<file path="config.mk">
export PLATFORM = sky130hd
export DESIGN_NAME = psw_regs
export DESIGN_NICKNAME = d
export VERILOG_FILES = /design/src/shared/psw_pkg.sv /design/src/hw/psw_regs.sv
export VERILOG_INCLUDE_DIRS = /design/src /design/src/shared
export SDC_FILE = /design/constraint.sdc
export NUM_CORES = 1
export LEC_CHECK = 0
export ABC_CLOCK_PERIOD_IN_PS = 5000
export CAP_MARGIN = 20
export CORE_MARGIN = 3
export CORE_UTILIZATION = 55
export CTS_CLUSTER_SIZE = 14
export DETAILED_ROUTE_END_ITERATION = 8
export DONT_BUFFER_PORTS = 1
export PLACE_DENSITY = 0.82
export SLEW_MARGIN = 20
export SYNTH_ARGS = -nofsm -noshare
export SYNTH_HDL_FRONTEND = slang
export SYNTH_SLANG_ARGS = --single-unit
</file>
<file path="constraint.sdc">
create_clock -name mclk_i -period 5 [get_ports mclk_i]
set_clock_uncertainty 0.15 [all_clocks]
set_input_delay 0.25 -clock mclk_i [delete_from_list [all_inputs] [get_ports mclk_i]]
set_output_delay 0.25 -clock mclk_i [all_outputs]
set_load 0.1 [all_outputs]
</file>
<file path="src/shared/psw_params.svh">
/*
 * Offsets, field positions, reset values and fixed capability figures for the
 * per-port error-reporting and virtual-channel register bank.
 * Assumes it is included by bare name and that nothing else defines these names.
 */
// Contract
// - Severity bit: 0 non-fatal, 1 fatal.
// - Correctable status flags set on detection, W1C.
// - Masked correctable event: no log, no message.
// - First error pointer, read-only, resets zero.
// - ECRC capable bits one; enables at 6,8.
// - Header log: four words, first word lowest.
// - VC header: id 0002h, version 1, next 20Ch.
// - Extended VC count, preloadable, selects defaults.
// - Arbitration reference clock reads 00b.
// - Port table entry size reads 10b.
// - VC arbitration cap/offset: 00h or 03h.
// - VC table load bit reads zero.
// - VC arbitration select: only 0,1 kept.
// - VC table status: set on write, load clears.
// - Port arbitration cap: 09h; VC1 00h/19h.
// - Maximum time slots 7Fh; VC1 00h/7Fh.
// - Port table offset 04h; table1 00h/08h.
// - TC map, default FFh, preloadable.
// - Port table load bit reads zero.
// - Port arbitration select: only 000b,011b kept.
// - VC0 id 000b; enable defaults one.
// - VC0 status: table bit 16, pending 17.
`ifndef PSW_PARAMS_SVH
`define PSW_PARAMS_SVH

// Register byte offsets.
`define PSW_OFF_SEV 12'h10C
`define PSW_OFF_COR_STS 12'h110
`define PSW_OFF_COR_MSK 12'h114
`define PSW_OFF_AER_CTL 12'h118
`define PSW_OFF_HDR0 12'h11C
`define PSW_OFF_HDR3 12'h128
`define PSW_OFF_VC_HDR 12'h140
`define PSW_OFF_VC_CAP1 12'h144
`define PSW_OFF_VC_CAP2 12'h148
`define PSW_OFF_VC_CTL 12'h14C
`define PSW_OFF_VC0_CAP 12'h150
`define PSW_OFF_VC0_CTL 12'h154
`define PSW_OFF_VC0_STS 12'h158
`define PSW_OFF_VC1_CAP 12'h15C

// Writable bits and reset values.
`define PSW_SEV_WMASK 32'h003FF011
`define PSW_SEV_RST 32'h00062011
`define PSW_COR_MASK 32'h000031C1
`define PSW_COR_MSK_RST 32'h00002000
`define PSW_TC_MAP_RST 8'hFF

// Field positions.
`define PSW_BIT_ECRC_GEN_CAP 5
`define PSW_BIT_ECRC_GEN_EN 6
`define PSW_BIT_ECRC_CHK_CAP 7
`define PSW_BIT_ECRC_CHK_EN 8
`define PSW_BIT_VC_LOAD 0
`define PSW_BIT_TBL_STS 16
`define PSW_BIT_PA_LOAD 16
`define PSW_BIT_NEG_PEND 17
`define PSW_BIT_VC_EN 31

// Fixed capability figures.
`define PSW_VC_CAP_ID 16'h0002
`define PSW_VC_CAP_VER 4'h1
`define PSW_VC_NEXT 12'h20C
`define PSW_REF_CLK 2'b00
`define PSW_ENTRY_SIZE 2'b10
`define PSW_VC_ARB_ONE 8'h03
`define PSW_PA_CAP0 8'h09
`define PSW_PA_CAP1 8'h19
`define PSW_MTS 7'h7F
`define PSW_PA_OFF0 8'h04
`define PSW_PA_OFF1 8'h08
`define PSW_PA_SEL_ALT 3'b011

`endif

</file>
<file path="src/shared/psw_pkg.sv">
/*
 * Types shared by the register bank and its users.
 * Assumes the configuration request path delivers one request per cycle.
 */
package psw_pkg;

    // One configuration request, byte addressed, dword aligned.
    typedef struct packed {
        logic valid;
        logic write;
        logic [11:0] addr;
        logic [31:0] wdata;
        logic [3:0] be;
    } psw_cfg_req_t;

    // Error events from the link and transaction layers.
    typedef struct packed {
        logic [5:0] cor;
        logic cor_hdr;
        logic unc;
        logic [4:0] unc_bit;
        logic unc_clr;
        logic [127:0] hdr;
    } psw_err_evt_t;

    // Sideband management or preload values.
    typedef struct packed {
        logic valid;
        logic [2:0] ext_vc;
        logic [7:0] tc_map;
    } psw_mgmt_t;

    // Controls that steer the port's datapath.
    typedef struct packed {
        logic [31:0] sev;
        logic ecrc_gen;
        logic ecrc_chk;
        logic [2:0] vc_arb_sel;
        logic [2:0] pa_sel;
        logic [7:0] tc_map;
        logic vc0_en;
    } psw_ctl_t;

endpackage

</file>
<file path="src/hw/psw_regs.sv">
/*
 * Error-reporting and virtual-channel configuration registers of one switch port.
 * Assumes all event inputs come from logic on mclk_i and that the uncorrectable
 * event input has already been filtered by the uncorrectable mask elsewhere.
 */
`timescale 1ns/1ps
`include "psw_params.svh"

module psw_regs (
    // Clock and reset.
    input wire logic mclk_i,
    input wire logic rst_i,
    // Configuration requests.
    input wire psw_pkg::psw_cfg_req_t cfg_i,
    output logic cfg_ack_o,
    output logic [31:0] cfg_rdata_o,
    // Error events and error message request.
    input wire psw_pkg::psw_err_evt_t evt_i,
    output logic cor_msg_o,
    // Sideband management preload.
    input wire psw_pkg::psw_mgmt_t mgmt_i,
    // Arbitration table handshakes.
    input wire logic vc_tbl_wr_i,
    input wire logic vc_load_done_i,
    input wire logic pa_tbl_wr_i,
    input wire logic pa_load_done_i,
    input wire logic vc0_neg_pend_i,
    output logic vc_load_o,
    output logic pa_load_o,
    // Datapath controls.
    output psw_pkg::psw_ctl_t ctl_o
);
    import psw_pkg::*;

    // Severity bits, one per uncorrectable error.
    logic [31:0] sev;
    // Correctable status and mask.
    logic [31:0] cor_sts;
    logic [31:0] cor_msk;
    // ECRC enables.
    logic ecrc_gen;
    logic ecrc_chk;
    // First error pointer and its hold flag.
    logic [4:0] fep;
    logic fep_held;
    // Header log words, index 0 is the first header word.
    logic [31:0] hdr_log [4];
    // Extended VC count and TC map.
    logic [2:0] ext_vc;
    logic [7:0] tc_map;
    // Arbitration selects, enable and table status.
    logic [2:0] vc_arb_sel;
    logic [2:0] pa_sel;
    logic vc0_en;
    logic vc_tbl_sts;
    logic pa_tbl_sts;
    logic neg_pend;
    // Read data and acknowledge.
    logic [31:0] next_rdata;
    logic ack;
    logic [31:0] rdata;
    logic cor_msg;
    logic vc_load;
    logic pa_load;

    // Decoded write strobes and byte-lane mask.
    logic wr;
    logic [31:0] wmask;
    logic [31:0] wd;
    logic [31:0] cor_evt;
    logic vc_one;

    assign wr = cfg_i.valid & cfg_i.write;
    assign wd = cfg_i.wdata;
    assign wmask = {{8{cfg_i.be[3]}}, {8{cfg_i.be[2]}}, {8{cfg_i.be[1]}}, {8{cfg_i.be[0]}}};
    // Only a count of exactly one enables the second channel's defaults.
    assign vc_one = (ext_vc == 3'h1);

    // Spread the six correctable event lines onto their status positions.
    genvar gi;
    generate
        for (gi = 0; gi < 32; gi++) begin : g_cor
            if (gi == 0) begin : g_b0
                assign cor_evt[gi] = evt_i.cor[0];
            end else if (gi == 6 || gi == 7 || gi == 8) begin : g_b678
                assign cor_evt[gi] = evt_i.cor[gi - 5];
            end else if (gi == 12 || gi == 13) begin : g_b1213
                assign cor_evt[gi] = evt_i.cor[gi - 8];
            end else begin : g_rsv
                assign cor_evt[gi] = 1'b0;
            end
        end
    endgenerate

    // Severity register; reserved positions never take a write.
    always_ff @(posedge mclk_i) begin
        if (rst_i) begin
            sev <= `PSW_SEV_RST;
        end else if (wr && cfg_i.addr == `PSW_OFF_SEV) begin
            sev <= (sev & ~(wmask & `PSW_SEV_WMASK)) | (wd & wmask & `PSW_SEV_WMASK);
        end
    end

    // Correctable status: a new event beats a clear in the same cycle.
    always_ff @(posedge mclk_i) begin
        if (rst_i) begin
            cor_sts <= 32'h00000000;
        end else begin
            if (wr && cfg_i.addr == `PSW_OFF_COR_STS) begin
                cor_sts <= ((cor_sts & ~(wd & wmask)) | cor_evt) & `PSW_COR_MASK;
            end else begin
                cor_sts <= (cor_sts | cor_evt) & `PSW_COR_MASK;
            end
        end
    end

    // Correctable mask register.
    always_ff @(posedge mclk_i) begin
        if (rst_i) begin
            cor_msk <= `PSW_COR_MSK_RST;
        end else if (wr && cfg_i.addr == `PSW_OFF_COR_MSK) begin
            cor_msk <= (cor_msk & ~(wmask & `PSW_COR_MASK)) | (wd & wmask & `PSW_COR_MASK);
        end
    end

    // Error message request: any unmasked correctable event, one pulse.
    always_ff @(posedge mclk_i) begin
        if (rst_i) begin
            cor_msg <= 1'b0;
        end else begin
            cor_msg <= |(cor_evt & ~cor_msk);
        end
    end

    // ECRC generate enable lives in byte lane zero and check enable in byte lane one of the control word.
    always_ff @(posedge mclk_i) begin
        if (rst_i) begin
            ecrc_gen <= 1'b0;
            ecrc_chk <= 1'b0;
        end else if (wr && cfg_i.addr == `PSW_OFF_AER_CTL) begin
            if (cfg_i.be[0]) begin
                ecrc_gen <= wd[`PSW_BIT_ECRC_GEN_EN];
            end
            if (cfg_i.be[1]) begin
                ecrc_chk <= wd[`PSW_BIT_ECRC_CHK_EN];
            end
        end
    end

    // First error pointer holds until the uncorrectable status empties.
    always_ff @(posedge mclk_i) begin
        if (rst_i) begin
            fep <= 5'h00;
            fep_held <= 1'b0;
        end else if (evt_i.unc && !fep_held) begin
            fep <= evt_i.unc_bit;
            fep_held <= 1'b1;
        end else if (evt_i.unc_clr) begin
            fep_held <= 1'b0;
        end
    end

    // Header log, captured on logged errors; a masked event leaves it alone.
    always_ff @(posedge mclk_i) begin
        if (rst_i) begin
            for (int i = 0; i < 4; i++) begin
                hdr_log[i] <= 32'h00000000;
            end
        end else if (evt_i.unc || (evt_i.cor_hdr && |(cor_evt & ~cor_msk))) begin
            for (int i = 0; i < 4; i++) begin
                hdr_log[i] <= evt_i.hdr[32 * i +: 32];
            end
        end
    end

    // Extended VC count and TC map take sideband preload values.
    always_ff @(posedge mclk_i) begin
        if (rst_i) begin
            ext_vc <= 3'h0;
        end else if (mgmt_i.valid) begin
            ext_vc <= mgmt_i.ext_vc;
        end
    end

    // TC map: software writes and sideband preload; preload wins on a tie.
    always_ff @(posedge mclk_i) begin
        if (rst_i) begin
            tc_map <= `PSW_TC_MAP_RST;
        end else if (mgmt_i.valid) begin
            tc_map <= mgmt_i.tc_map;
        end else if (wr && cfg_i.addr == `PSW_OFF_VC0_CTL && cfg_i.be[0]) begin
            tc_map <= wd[7:0];
        end
    end

    // VC arbitration select; an illegal code falls back to the default.
    always_ff @(posedge mclk_i) begin
        if (rst_i) begin
            vc_arb_sel <= 3'h0;
        end else if (wr && cfg_i.addr == `PSW_OFF_VC_CTL && cfg_i.be[0]) begin
            vc_arb_sel <= (wd[3:1] <= 3'h1) ? wd[3:1] : 3'h0;
        end
    end

    // Port arbitration select and channel enable of VC0.
    always_ff @(posedge mclk_i) begin
        if (rst_i) begin
            pa_sel <= 3'h0;
            vc0_en <= 1'b1;
        end else if (wr && cfg_i.addr == `PSW_OFF_VC0_CTL) begin
            if (cfg_i.be[2]) begin
                pa_sel <= (wd[19:17] == `PSW_PA_SEL_ALT) ? `PSW_PA_SEL_ALT : 3'h0;
            end
            if (cfg_i.be[3]) begin
                vc0_en <= wd[`PSW_BIT_VC_EN];
            end
        end
    end

    // Load strobes: one pulse, the stored bit itself never exists.
    always_ff @(posedge mclk_i) begin
        if (rst_i) begin
            vc_load <= 1'b0;
            pa_load <= 1'b0;
        end else begin
            vc_load <= wr && cfg_i.addr == `PSW_OFF_VC_CTL && cfg_i.be[0]
                && wd[`PSW_BIT_VC_LOAD];
            pa_load <= wr && cfg_i.addr == `PSW_OFF_VC0_CTL && cfg_i.be[2]
                && wd[`PSW_BIT_PA_LOAD];
        end
    end

    // Table status bits; a table write beats a load completion.
    always_ff @(posedge mclk_i) begin
        if (rst_i) begin
            vc_tbl_sts <= 1'b0;
            pa_tbl_sts <= 1'b0;
            neg_pend <= 1'b0;
        end else begin
            vc_tbl_sts <= vc_tbl_wr_i | (vc_tbl_sts & ~vc_load_done_i);
            pa_tbl_sts <= pa_tbl_wr_i | (pa_tbl_sts & ~pa_load_done_i);
            neg_pend <= vc0_neg_pend_i;
        end
    end

    // Read multiplexer; unmapped offsets and reserved bits read zero.
    always_comb begin
        next_rdata = 32'h00000000;
        case (cfg_i.addr)
            `PSW_OFF_SEV: next_rdata = sev;
            `PSW_OFF_COR_STS: next_rdata = cor_sts;
            `PSW_OFF_COR_MSK: next_rdata = cor_msk;
            `PSW_OFF_AER_CTL: begin
                next_rdata[4:0] = fep;
                next_rdata[`PSW_BIT_ECRC_GEN_CAP] = 1'b1;
                next_rdata[`PSW_BIT_ECRC_GEN_EN] = ecrc_gen;
                next_rdata[`PSW_BIT_ECRC_CHK_CAP] = 1'b1;
                next_rdata[`PSW_BIT_ECRC_CHK_EN] = ecrc_chk;
            end
            12'h11C: next_rdata = hdr_log[0];
            12'h120: next_rdata = hdr_log[1];
            12'h124: next_rdata = hdr_log[2];
            `PSW_OFF_HDR3: next_rdata = hdr_log[3];
            `PSW_OFF_VC_HDR: next_rdata = {`PSW_VC_NEXT, `PSW_VC_CAP_VER, `PSW_VC_CAP_ID};
            `PSW_OFF_VC_CAP1: begin
                next_rdata[2:0] = ext_vc;
                next_rdata[9:8] = `PSW_REF_CLK;
                next_rdata[11:10] = `PSW_ENTRY_SIZE;
            end
            `PSW_OFF_VC_CAP2: begin
                next_rdata[7:0] = vc_one ? `PSW_VC_ARB_ONE : 8'h00;
                next_rdata[31:24] = vc_one ? `PSW_VC_ARB_ONE : 8'h00;
            end
            `PSW_OFF_VC_CTL: begin
                next_rdata[3:1] = vc_arb_sel;
                next_rdata[`PSW_BIT_TBL_STS] = vc_tbl_sts;
            end
            `PSW_OFF_VC0_CAP: begin
                next_rdata[7:0] = `PSW_PA_CAP0;
                next_rdata[22:16] = `PSW_MTS;
                next_rdata[31:24] = `PSW_PA_OFF0;
            end
            `PSW_OFF_VC0_CTL: begin
                next_rdata[7:0] = tc_map;
                next_rdata[19:17] = pa_sel;
                next_rdata[`PSW_BIT_VC_EN] = vc0_en;
            end
            `PSW_OFF_VC0_STS: begin
                next_rdata[`PSW_BIT_TBL_STS] = pa_tbl_sts;
                next_rdata[`PSW_BIT_NEG_PEND] = neg_pend;
            end
            `PSW_OFF_VC1_CAP: begin
                next_rdata[7:0] = vc_one ? `PSW_PA_CAP1 : 8'h00;
                next_rdata[22:16] = vc_one ? `PSW_MTS : 7'h00;
                next_rdata[31:24] = vc_one ? `PSW_PA_OFF1 : 8'h00;
            end
            default: next_rdata = 32'h00000000;
        endcase
    end

    // Every request is answered one cycle later; writes return zero data.
    always_ff @(posedge mclk_i) begin
        if (rst_i) begin
            ack <= 1'b0;
            rdata <= 32'h00000000;
        end else begin
            ack <= cfg_i.valid;
            rdata <= (cfg_i.valid && !cfg_i.write) ? next_rdata : 32'h00000000;
        end
    end

    assign cfg_ack_o = ack;
    assign cfg_rdata_o = rdata;
    assign cor_msg_o = cor_msg;
    assign vc_load_o = vc_load;
    assign pa_load_o = pa_load;
    assign ctl_o = '{sev: sev, ecrc_gen: ecrc_gen, ecrc_chk: ecrc_chk,
        vc_arb_sel: vc_arb_sel, pa_sel: pa_sel, tc_map: tc_map, vc0_en: vc0_en};
endmodule

</file>
==> load_flow_metrics.sql, run 1 <==
INSERT INTO impl_metrics (metric_group, metric, value, unit) VALUES
('outcome', 'outcome', 'aborted with a tool error', ''),
('outcome', 'last_stage', 'clock tree synthesis', ''),
('outcome', 'error_message', '[ERROR RSZ-0060] Max buffer count reached.', ''),
('clock_tree', 'tritoncts_buffer_count', '23', ''),
('synthesis', 'synth.distinct_cells', '60', ''),
('synthesis', 'flip_flop_and_latch_count_after_synthesis', '215', ''),
('clock_tree', 'maximum_buffer_depth_of_the_clock_tree', '3', ''),
('synthesis', 'synth_xor_area_share', '0.1831', '%'),
('floorplanning', 'fp.dieW', '137.9', 'um'),
('synthesis', 'post_synth_inst_count', '844', ''),
('place', 'place.detailed.hpwl', '18490', 'um'),
('synthesis', 'yosys.area.top_type_share', '40.18', '%'),
('synthesis', 'synth_compound_area_share', '12.22', '%'),
('clock_tree', 'cts.hold.buffers_added', '211', ''),
('clock_tree', 'post_cts_resize_count', '0', ''),
('floorplanning', 'row_count', '47', ''),
('synthesis', 'mappedNetlistArea', '9565', 'um^2'),
('place', 'number_of_buffers_added_on_ports', '0', ''),
('clock_tree', 'clock_tree.root_cell', 'sky130_fd_sc_hd__clkbuf_16', ''),
('synthesis', 'leading_cell_types_by_total_area_after_synthesis', 'sky130_fd_sc_hd__edfxtp_1 (40%), sky130_fd_sc_hd__dfxtp_1 (18%), sky130_fd_sc_hd__and2_1 (8.4%)', ''),
('synthesis', 'synth-edff-count', '128', ''),
('clock_tree', 'postCtsSetupRepairBufs', '0', ''),
('synthesis', 'seq_area_frac_synth', '58.39', '%'),
('synthesis', 'yosys-mux-area-fraction', '4.892', '%'),
('synthesis', 'synth-async-reset-ratio', '0', '%'),
('floorplanning', 'initial_core_utilization', '56.87', '%'),
('synthesis', 'synthDominantAreaCellType', 'sky130_fd_sc_hd__edfxtp_1', ''),
('synthesis', 'largest_family_of_logic_cells_by_synthesized_area', 'simple AND/OR/NAND/NOR gates', ''),
('synthesis', 'post_synth_and_or_nand_nor_area_fraction', '19.08', '%'),
('place', 'globalplace.congestion', '0.9394', ''),
('synthesis', 'synth_flop_cell', 'sky130_fd_sc_hd__edfxtp_1', ''),
('clock_tree', 'cts_htree_levels', '1', ''),
('floorplanning', 'chipHeight', '137.9', 'um'),
('floorplanning', 'io-pin-count', '296', ''),
('synthesis', 'synth_adder_area_share', '0', '%'),
('synthesis', 'syn_avg_cell_area', '11.33', 'um^2'),
('clock_tree', 'clock_net_sink_count', '215', ''),
('synthesis', 'yosys_warnings', '0', '');
[through the flow]
step,worst slack [ns],area [um^2],instances
after floorplan,1.406,9646,864
after global placement,2.316,9600,1010
after detailed placement,2.298,9600,1010
[cells by family after synthesis]
kind of cell | Yosys count
AND/OR/NAND/NOR | 319
flip-flops | 215
AO/OA/AOI/OAI | 166
buffers and inverters | 97
multiplexers | 44
XOR/XNOR | 2
other | 1
[cell usage after synthesis, types with 4 or more instances]
| cell | count |
|---|---|
| sky130_fd_sc_hd__a222oi_1 | 10 |
| sky130_fd_sc_hd__a22o_1 | 13 |
| sky130_fd_sc_hd__a21oi_1 | 47 |
| sky130_fd_sc_hd__nor3b_1 | 11 |
| sky130_fd_sc_hd__inv_1 | 10 |
| sky130_fd_sc_hd__mux2i_1 | 40 |
| sky130_fd_sc_hd__buf_2 | 24 |
| sky130_fd_sc_hd__and3_1 | 11 |
| sky130_fd_sc_hd__o21ai_0 | 5 |
| sky130_fd_sc_hd__a22oi_1 | 33 |
| sky130_fd_sc_hd__nor3_1 | 7 |
| sky130_fd_sc_hd__edfxtp_1 | 128 |
| sky130_fd_sc_hd__or3_1 | 6 |
| sky130_fd_sc_hd__o22ai_1 | 6 |
| sky130_fd_sc_hd__a32oi_1 | 10 |
| sky130_fd_sc_hd__and2_1 | 129 |
| sky130_fd_sc_hd__o31ai_1 | 4 |
| sky130_fd_sc_hd__a31oi_1 | 17 |
| sky130_fd_sc_hd__nand3_1 | 26 |
| sky130_fd_sc_hd__a21o_1 | 4 |
| sky130_fd_sc_hd__nor2_1 | 47 |
| sky130_fd_sc_hd__a221oi_1 | 4 |
| sky130_fd_sc_hd__nor2b_1 | 7 |
| sky130_fd_sc_hd__a32o_1 | 4 |
| sky130_fd_sc_hd__buf_1 | 6 |
| sky130_fd_sc_hd__nand2b_1 | 4 |
| sky130_fd_sc_hd__buf_4 | 27 |
| sky130_fd_sc_hd__clkbuf_1 | 28 |
| sky130_fd_sc_hd__nand2_1 | 44 |
| sky130_fd_sc_hd__dfxtp_1 | 87 |
==> run 2, diff against run 1 <==
Settings changed: ABC_CLOCK_PERIOD_IN_PS 5000 to 6500, CORE_UTILIZATION 55 to 40, CTS_CLUSTER_SIZE 14 to default, PLACE_DENSITY 0.82 to default, PLACE_DENSITY_LB_ADDON from default to 0.15.
Clock period 5 ns to 6.5 ns, I/O delays scaled along.
==> run 2 against run 1 <==
  * The run now ends clean
  * Area after synthesis is the same
  * Synthesized cell count is the same
==> load_flow_metrics.sql, run 2 <==
INSERT INTO impl_metrics (metric_group, metric, value, unit) VALUES
('drt', 'drtAntennaViolNets', '0', ''),
('floorplanning', 'row_count', '55', ''),
('sta', 'setup_total_negative_slack', '0', 'ns'),
('clock_tree', 'clk-insertion-delay-late', '0.53', 'ns'),
('pwr', 'cellLeakagePower', '4.849', 'nW'),
('drt', 'avgRoutedWirePerCell', '23.11', 'um'),
('global_route', 'antenna_found_initial', '2', ''),
('clock_tree', 'maximum_buffer_depth_of_the_clock_tree', '3', ''),
('sta', 'setup_violations', '0', ''),
('floorplanning', 'floorplan.die_area', '25810', 'um^2'),
('synthesis', 'post_synth_inst_count', '844', ''),
('global_route', 'first_global_vias', '7881', ''),
('sta', 'tightest_slew', '1.123', 'ns'),
('setup_path', 'cp_max_stage_delay', '0.64', 'ns'),
('setup_path', 'r2r-end', 'hdr_log[2][2]', ''),
('global_route', 'grt_start_max_net_pins', '83', ''),
('setup_path', 'worst_setup_path_start_kind', 'flop', ''),
('synthesis', 'leading_cell_types_by_total_area_after_synthesis', 'sky130_fd_sc_hd__edfxtp_1 (40%), sky130_fd_sc_hd__dfxtp_1 (18%), sky130_fd_sc_hd__and2_1 (8.4%)', ''),
('setup_path', 'crit_path_end_kind', 'flop', ''),
('synthesis', 'synthDominantAreaCellType', 'sky130_fd_sc_hd__edfxtp_1', ''),
('synthesis', 'yosys.area.top_type_share', '40.18', '%'),
('worst_hold_path', 'holdCritPathClass', 'input pin to flop', ''),
('drt', 'via_count', '7616', ''),
('sta', 'final_min_period_over_clock_period', '48.10', '%'),
('synthesis', 'flip_flop_and_latch_count_after_synthesis', '215', ''),
('drt', 'drt-initial-drc-count', '731', ''),
('setup_path', 'r2r_setup_slk', '3.37', 'ns'),
('synthesis', 'synth.distinct_cells', '60', ''),
('global_route', 'grt_usage', '23.88', '%'),
('clock_tree', 'cts_tree', 'yes', ''),
('clock_tree', 'clk_pin_slew', '0.06', 'ns'),
('layout', 'mostFrequentLayoutCell', 'sky130_fd_sc_hd__dlygate4sd3_1', ''),
('pwr', 'pwr_density_cell', '254.6', 'nW/um^2'),
('drt', 'routed_wl', '31600', 'um'),
('clock_tree', 'clock_net_sink_count', '215', ''),
('sta', 'maxClockFrequency', '319.8', 'MHz'),
('synthesis', 'syn_avg_cell_area', '11.33', 'um^2'),
('layout', 'post_route_cells_drive_above_1_share', '6.933', '%'),
('setup_path', 'worst_ep_required_time', '6.47', 'ns'),
('setup_path', 'path_cells', 'o22ai_1, o31ai_1, nand3_4, buf_4', ''),
('sta', 'min_period', '3.127', 'ns'),
('run', 'drv.max_cap_violation_count', '0', ''),
('synthesis', 'mappedNetlistArea', '9565', 'um^2'),
('floorplanning', 'initial_core_utilization', '41.49', '%'),
('clock_tree', 'cts_htree_levels', '1', ''),
('setup_path', 'worst-endpoint-arrival', '3.09', 'ns'),
('place', 'globalplace.congestion', '0.8632', ''),
('floorplanning', 'fp.dieW', '160.6', 'um'),
('worst_hold_path', 'hold_depth', '3', ''),
('global_route', 'globalRoute.totalOverflow', '0', ''),
('layout', 'flow.area_growth_from_synthesis', '33.15', '%'),
('clock_tree', 'tritoncts_buffer_count', '24', ''),
('place', 'place.detailed.hpwl', '20760', 'um'),
('synthesis', 'synth.cells.most_frequent', 'sky130_fd_sc_hd__and2_1 (129), sky130_fd_sc_hd__edfxtp_1 (128), sky130_fd_sc_hd__dfxtp_1 (87), sky130_fd_sc_hd__a21oi_1 (47), sky130_fd_sc_hd__nor2_1 (47)', ''),
('layout', 'commonest_non_fill_non_tap_cells_in_the_layout', 'sky130_fd_sc_hd__dlygate4sd3_1 (216), sky130_fd_sc_hd__and2_1 (129), sky130_fd_sc_hd__edfxtp_1 (128)', ''),
('clock_tree', 'post_cts_resize_count', '0', ''),
('drt', 'drt-pass1-iter-count', '6', ''),
('synthesis', 'synth-edff-count', '128', ''),
('outcome', 'outcome', 'complete, no violations', ''),
('synthesis', 'yosys_warnings', '0', ''),
('floorplanning', 'io-pin-count', '296', ''),
('floorplanning', 'chipHeight', '160.6', 'um'),
('pwr', 'irDropWorstVdd', '0.0002697', 'V'),
('sta', 'hold_ws', '0.02034', 'ns'),
('clock_tree', 'postCtsSetupRepairBufs', '0', ''),
('sta', 'final-max-slew-violation-count', '0', ''),
('global_route', 'grt_pass1_wl', '47900', 'um'),
('drt', 'avgViaCountPerCell', '5.571', ''),
('layout', 'largest_register_ff_count', '128', ''),
('setup_path', 'critical_path.slowest_cell', 'sky130_fd_sc_hd__o31ai_1', ''),
('sta', 'final_hold_viol_count', '0', ''),
('clock_tree', 'cts.hold.buffers_added', '217', ''),
('setup_path', 'setup.worst_path.class', 'flop to flop', ''),
('layout', 'final_nets', '1247', ''),
('setup_path', 'timing.reg2reg.worst_path_depth', '4', ''),
('worst_hold_path', 'hold_start', 'cfg_i[40]', ''),
('setup_path', 'critPathMaxFanout', '81', ''),
('synthesis', 'yosys.cell_count.top_type', 'sky130_fd_sc_hd__and2_1', ''),
('place', 'number_of_buffers_added_on_ports', '0', ''),
('synthesis', 'seq_area_frac_synth', '58.39', '%'),
('drt', 'drt_drc_violations_left', '0', ''),
('layout', 'registers.top_by_ff_count', 'hdr_log', ''),
('clock_tree', 'clock_tree.root_cell', 'sky130_fd_sc_hd__clkbuf_16', ''),
('synthesis', 'synth_flop_cell', 'sky130_fd_sc_hd__edfxtp_1', ''),
('floorplanning', 'coreArea', '23050', 'um^2'),
('sta', 'slew_headroom', '25.04', '%'),
('synthesis', 'synth-async-reset-ratio', '0', '%'),
('layout', 'share_of_the_core_filled_with_cells_in_the_final_layout', '55.25', '%'),
('worst_hold_path', 'min_to', 'cfg_rdata_o[22]', ''),
('sta', 'grt_setup_unrepaired', 'false', '');
run 2: final cells by class:
type | count | area, um^2
clock buffer | 36 | 728.2
multi-input combinational | 552 | 3607
timing repair buffer | 232 | 2295
sequential | 215 | 5587
fill | 1946 | 10320
inverter | 11 | 41.29
tap | 313 | 391.6
antenna | 1 | 2.502
clock inverter | 7 | 83.83
run 2: through the flow:
| stage | total power, mW | std cells | setup slack, ns | area, um^2 |
|---|---|---|---|---|
| 2_1_floorplan | 1.767 | 864 | 1.299 | 9641 |
| 3_3_place_gp | 1.778 | 1106 | 3.476 | 9739 |
| 3_5_place_dp | 1.785 | 1106 | 3.393 | 9739 |
| 4_1_cts | 3.254 | 1366 | 3.381 | 12730 |
| 5_1_grt | 3.351 | 1367 | 3.186 | 12740 |
| 6_report | 3.242 | 1367 | 3.373 | 12740 |
run 2: cell families (layout without fill, tap and decap cells):
| kind of cell | count (synthesis) | count (layout) | share of synthesized area [%] |
|---|---|---|---|
| AOI/OAI and AO/OA | 166 | 166 | 12.22 |
| xor gates and xnor gates | 2 | 2 | 0.1832 |
| buffers and inverters | 97 | 286 | 5.193 |
| DFF | 215 | 215 | 58.39 |
| muxes | 44 | 44 | 4.892 |
| other | 1 | 22 | 0.03920 |
| and+or+nand+nor | 319 | 319 | 19.08 |
run 2: worst max-delay path by stage:
stage	from	to	slack [ns]	depth (start not counted)
after floorplan	evt_i[137]	hdr_log[0][0]	1.30	4
after global placement	flop	hdr_log[0][25]	3.48	4
after detailed placement	flop	hdr_log[2][25]	3.39	4
after CTS	flop	hdr_log[3][25]	3.38	4
after global routing	flop	hdr_log[2][29]	3.19	4
final	flop	hdr_log[2][2]	3.37	4
run 2: worst max-delay path, delay by kind of cell, from the launching register on:
| kind | cells | cell delay, ns |
|---|---|---|
| compound gates | 2 | 0.76 |
| buf+inv | 1 | 0.63 |
| flops | 1 | 0.43 |
| simple gates | 1 | 0.64 |
run 2: power by group:
part / leakage (nW) / internal, mW / switching [mW]
Combinational: 2.29 / 0.137 / 0.157
Sequential: 2.16 / 1.52 / 0.0541
Clock: 0.399 / 0.818 / 0.554
run 2: layer usage:
metal,up-vias,routed length (um),global-route usage [%]
li1,3436,-,-
met4,2,830,6.075
met3,57,3110,6.422
met1,3705,12500,31.22
met2,416,15150,39.52
met5,-,13,0
Power figures use the tool's default switching activity.
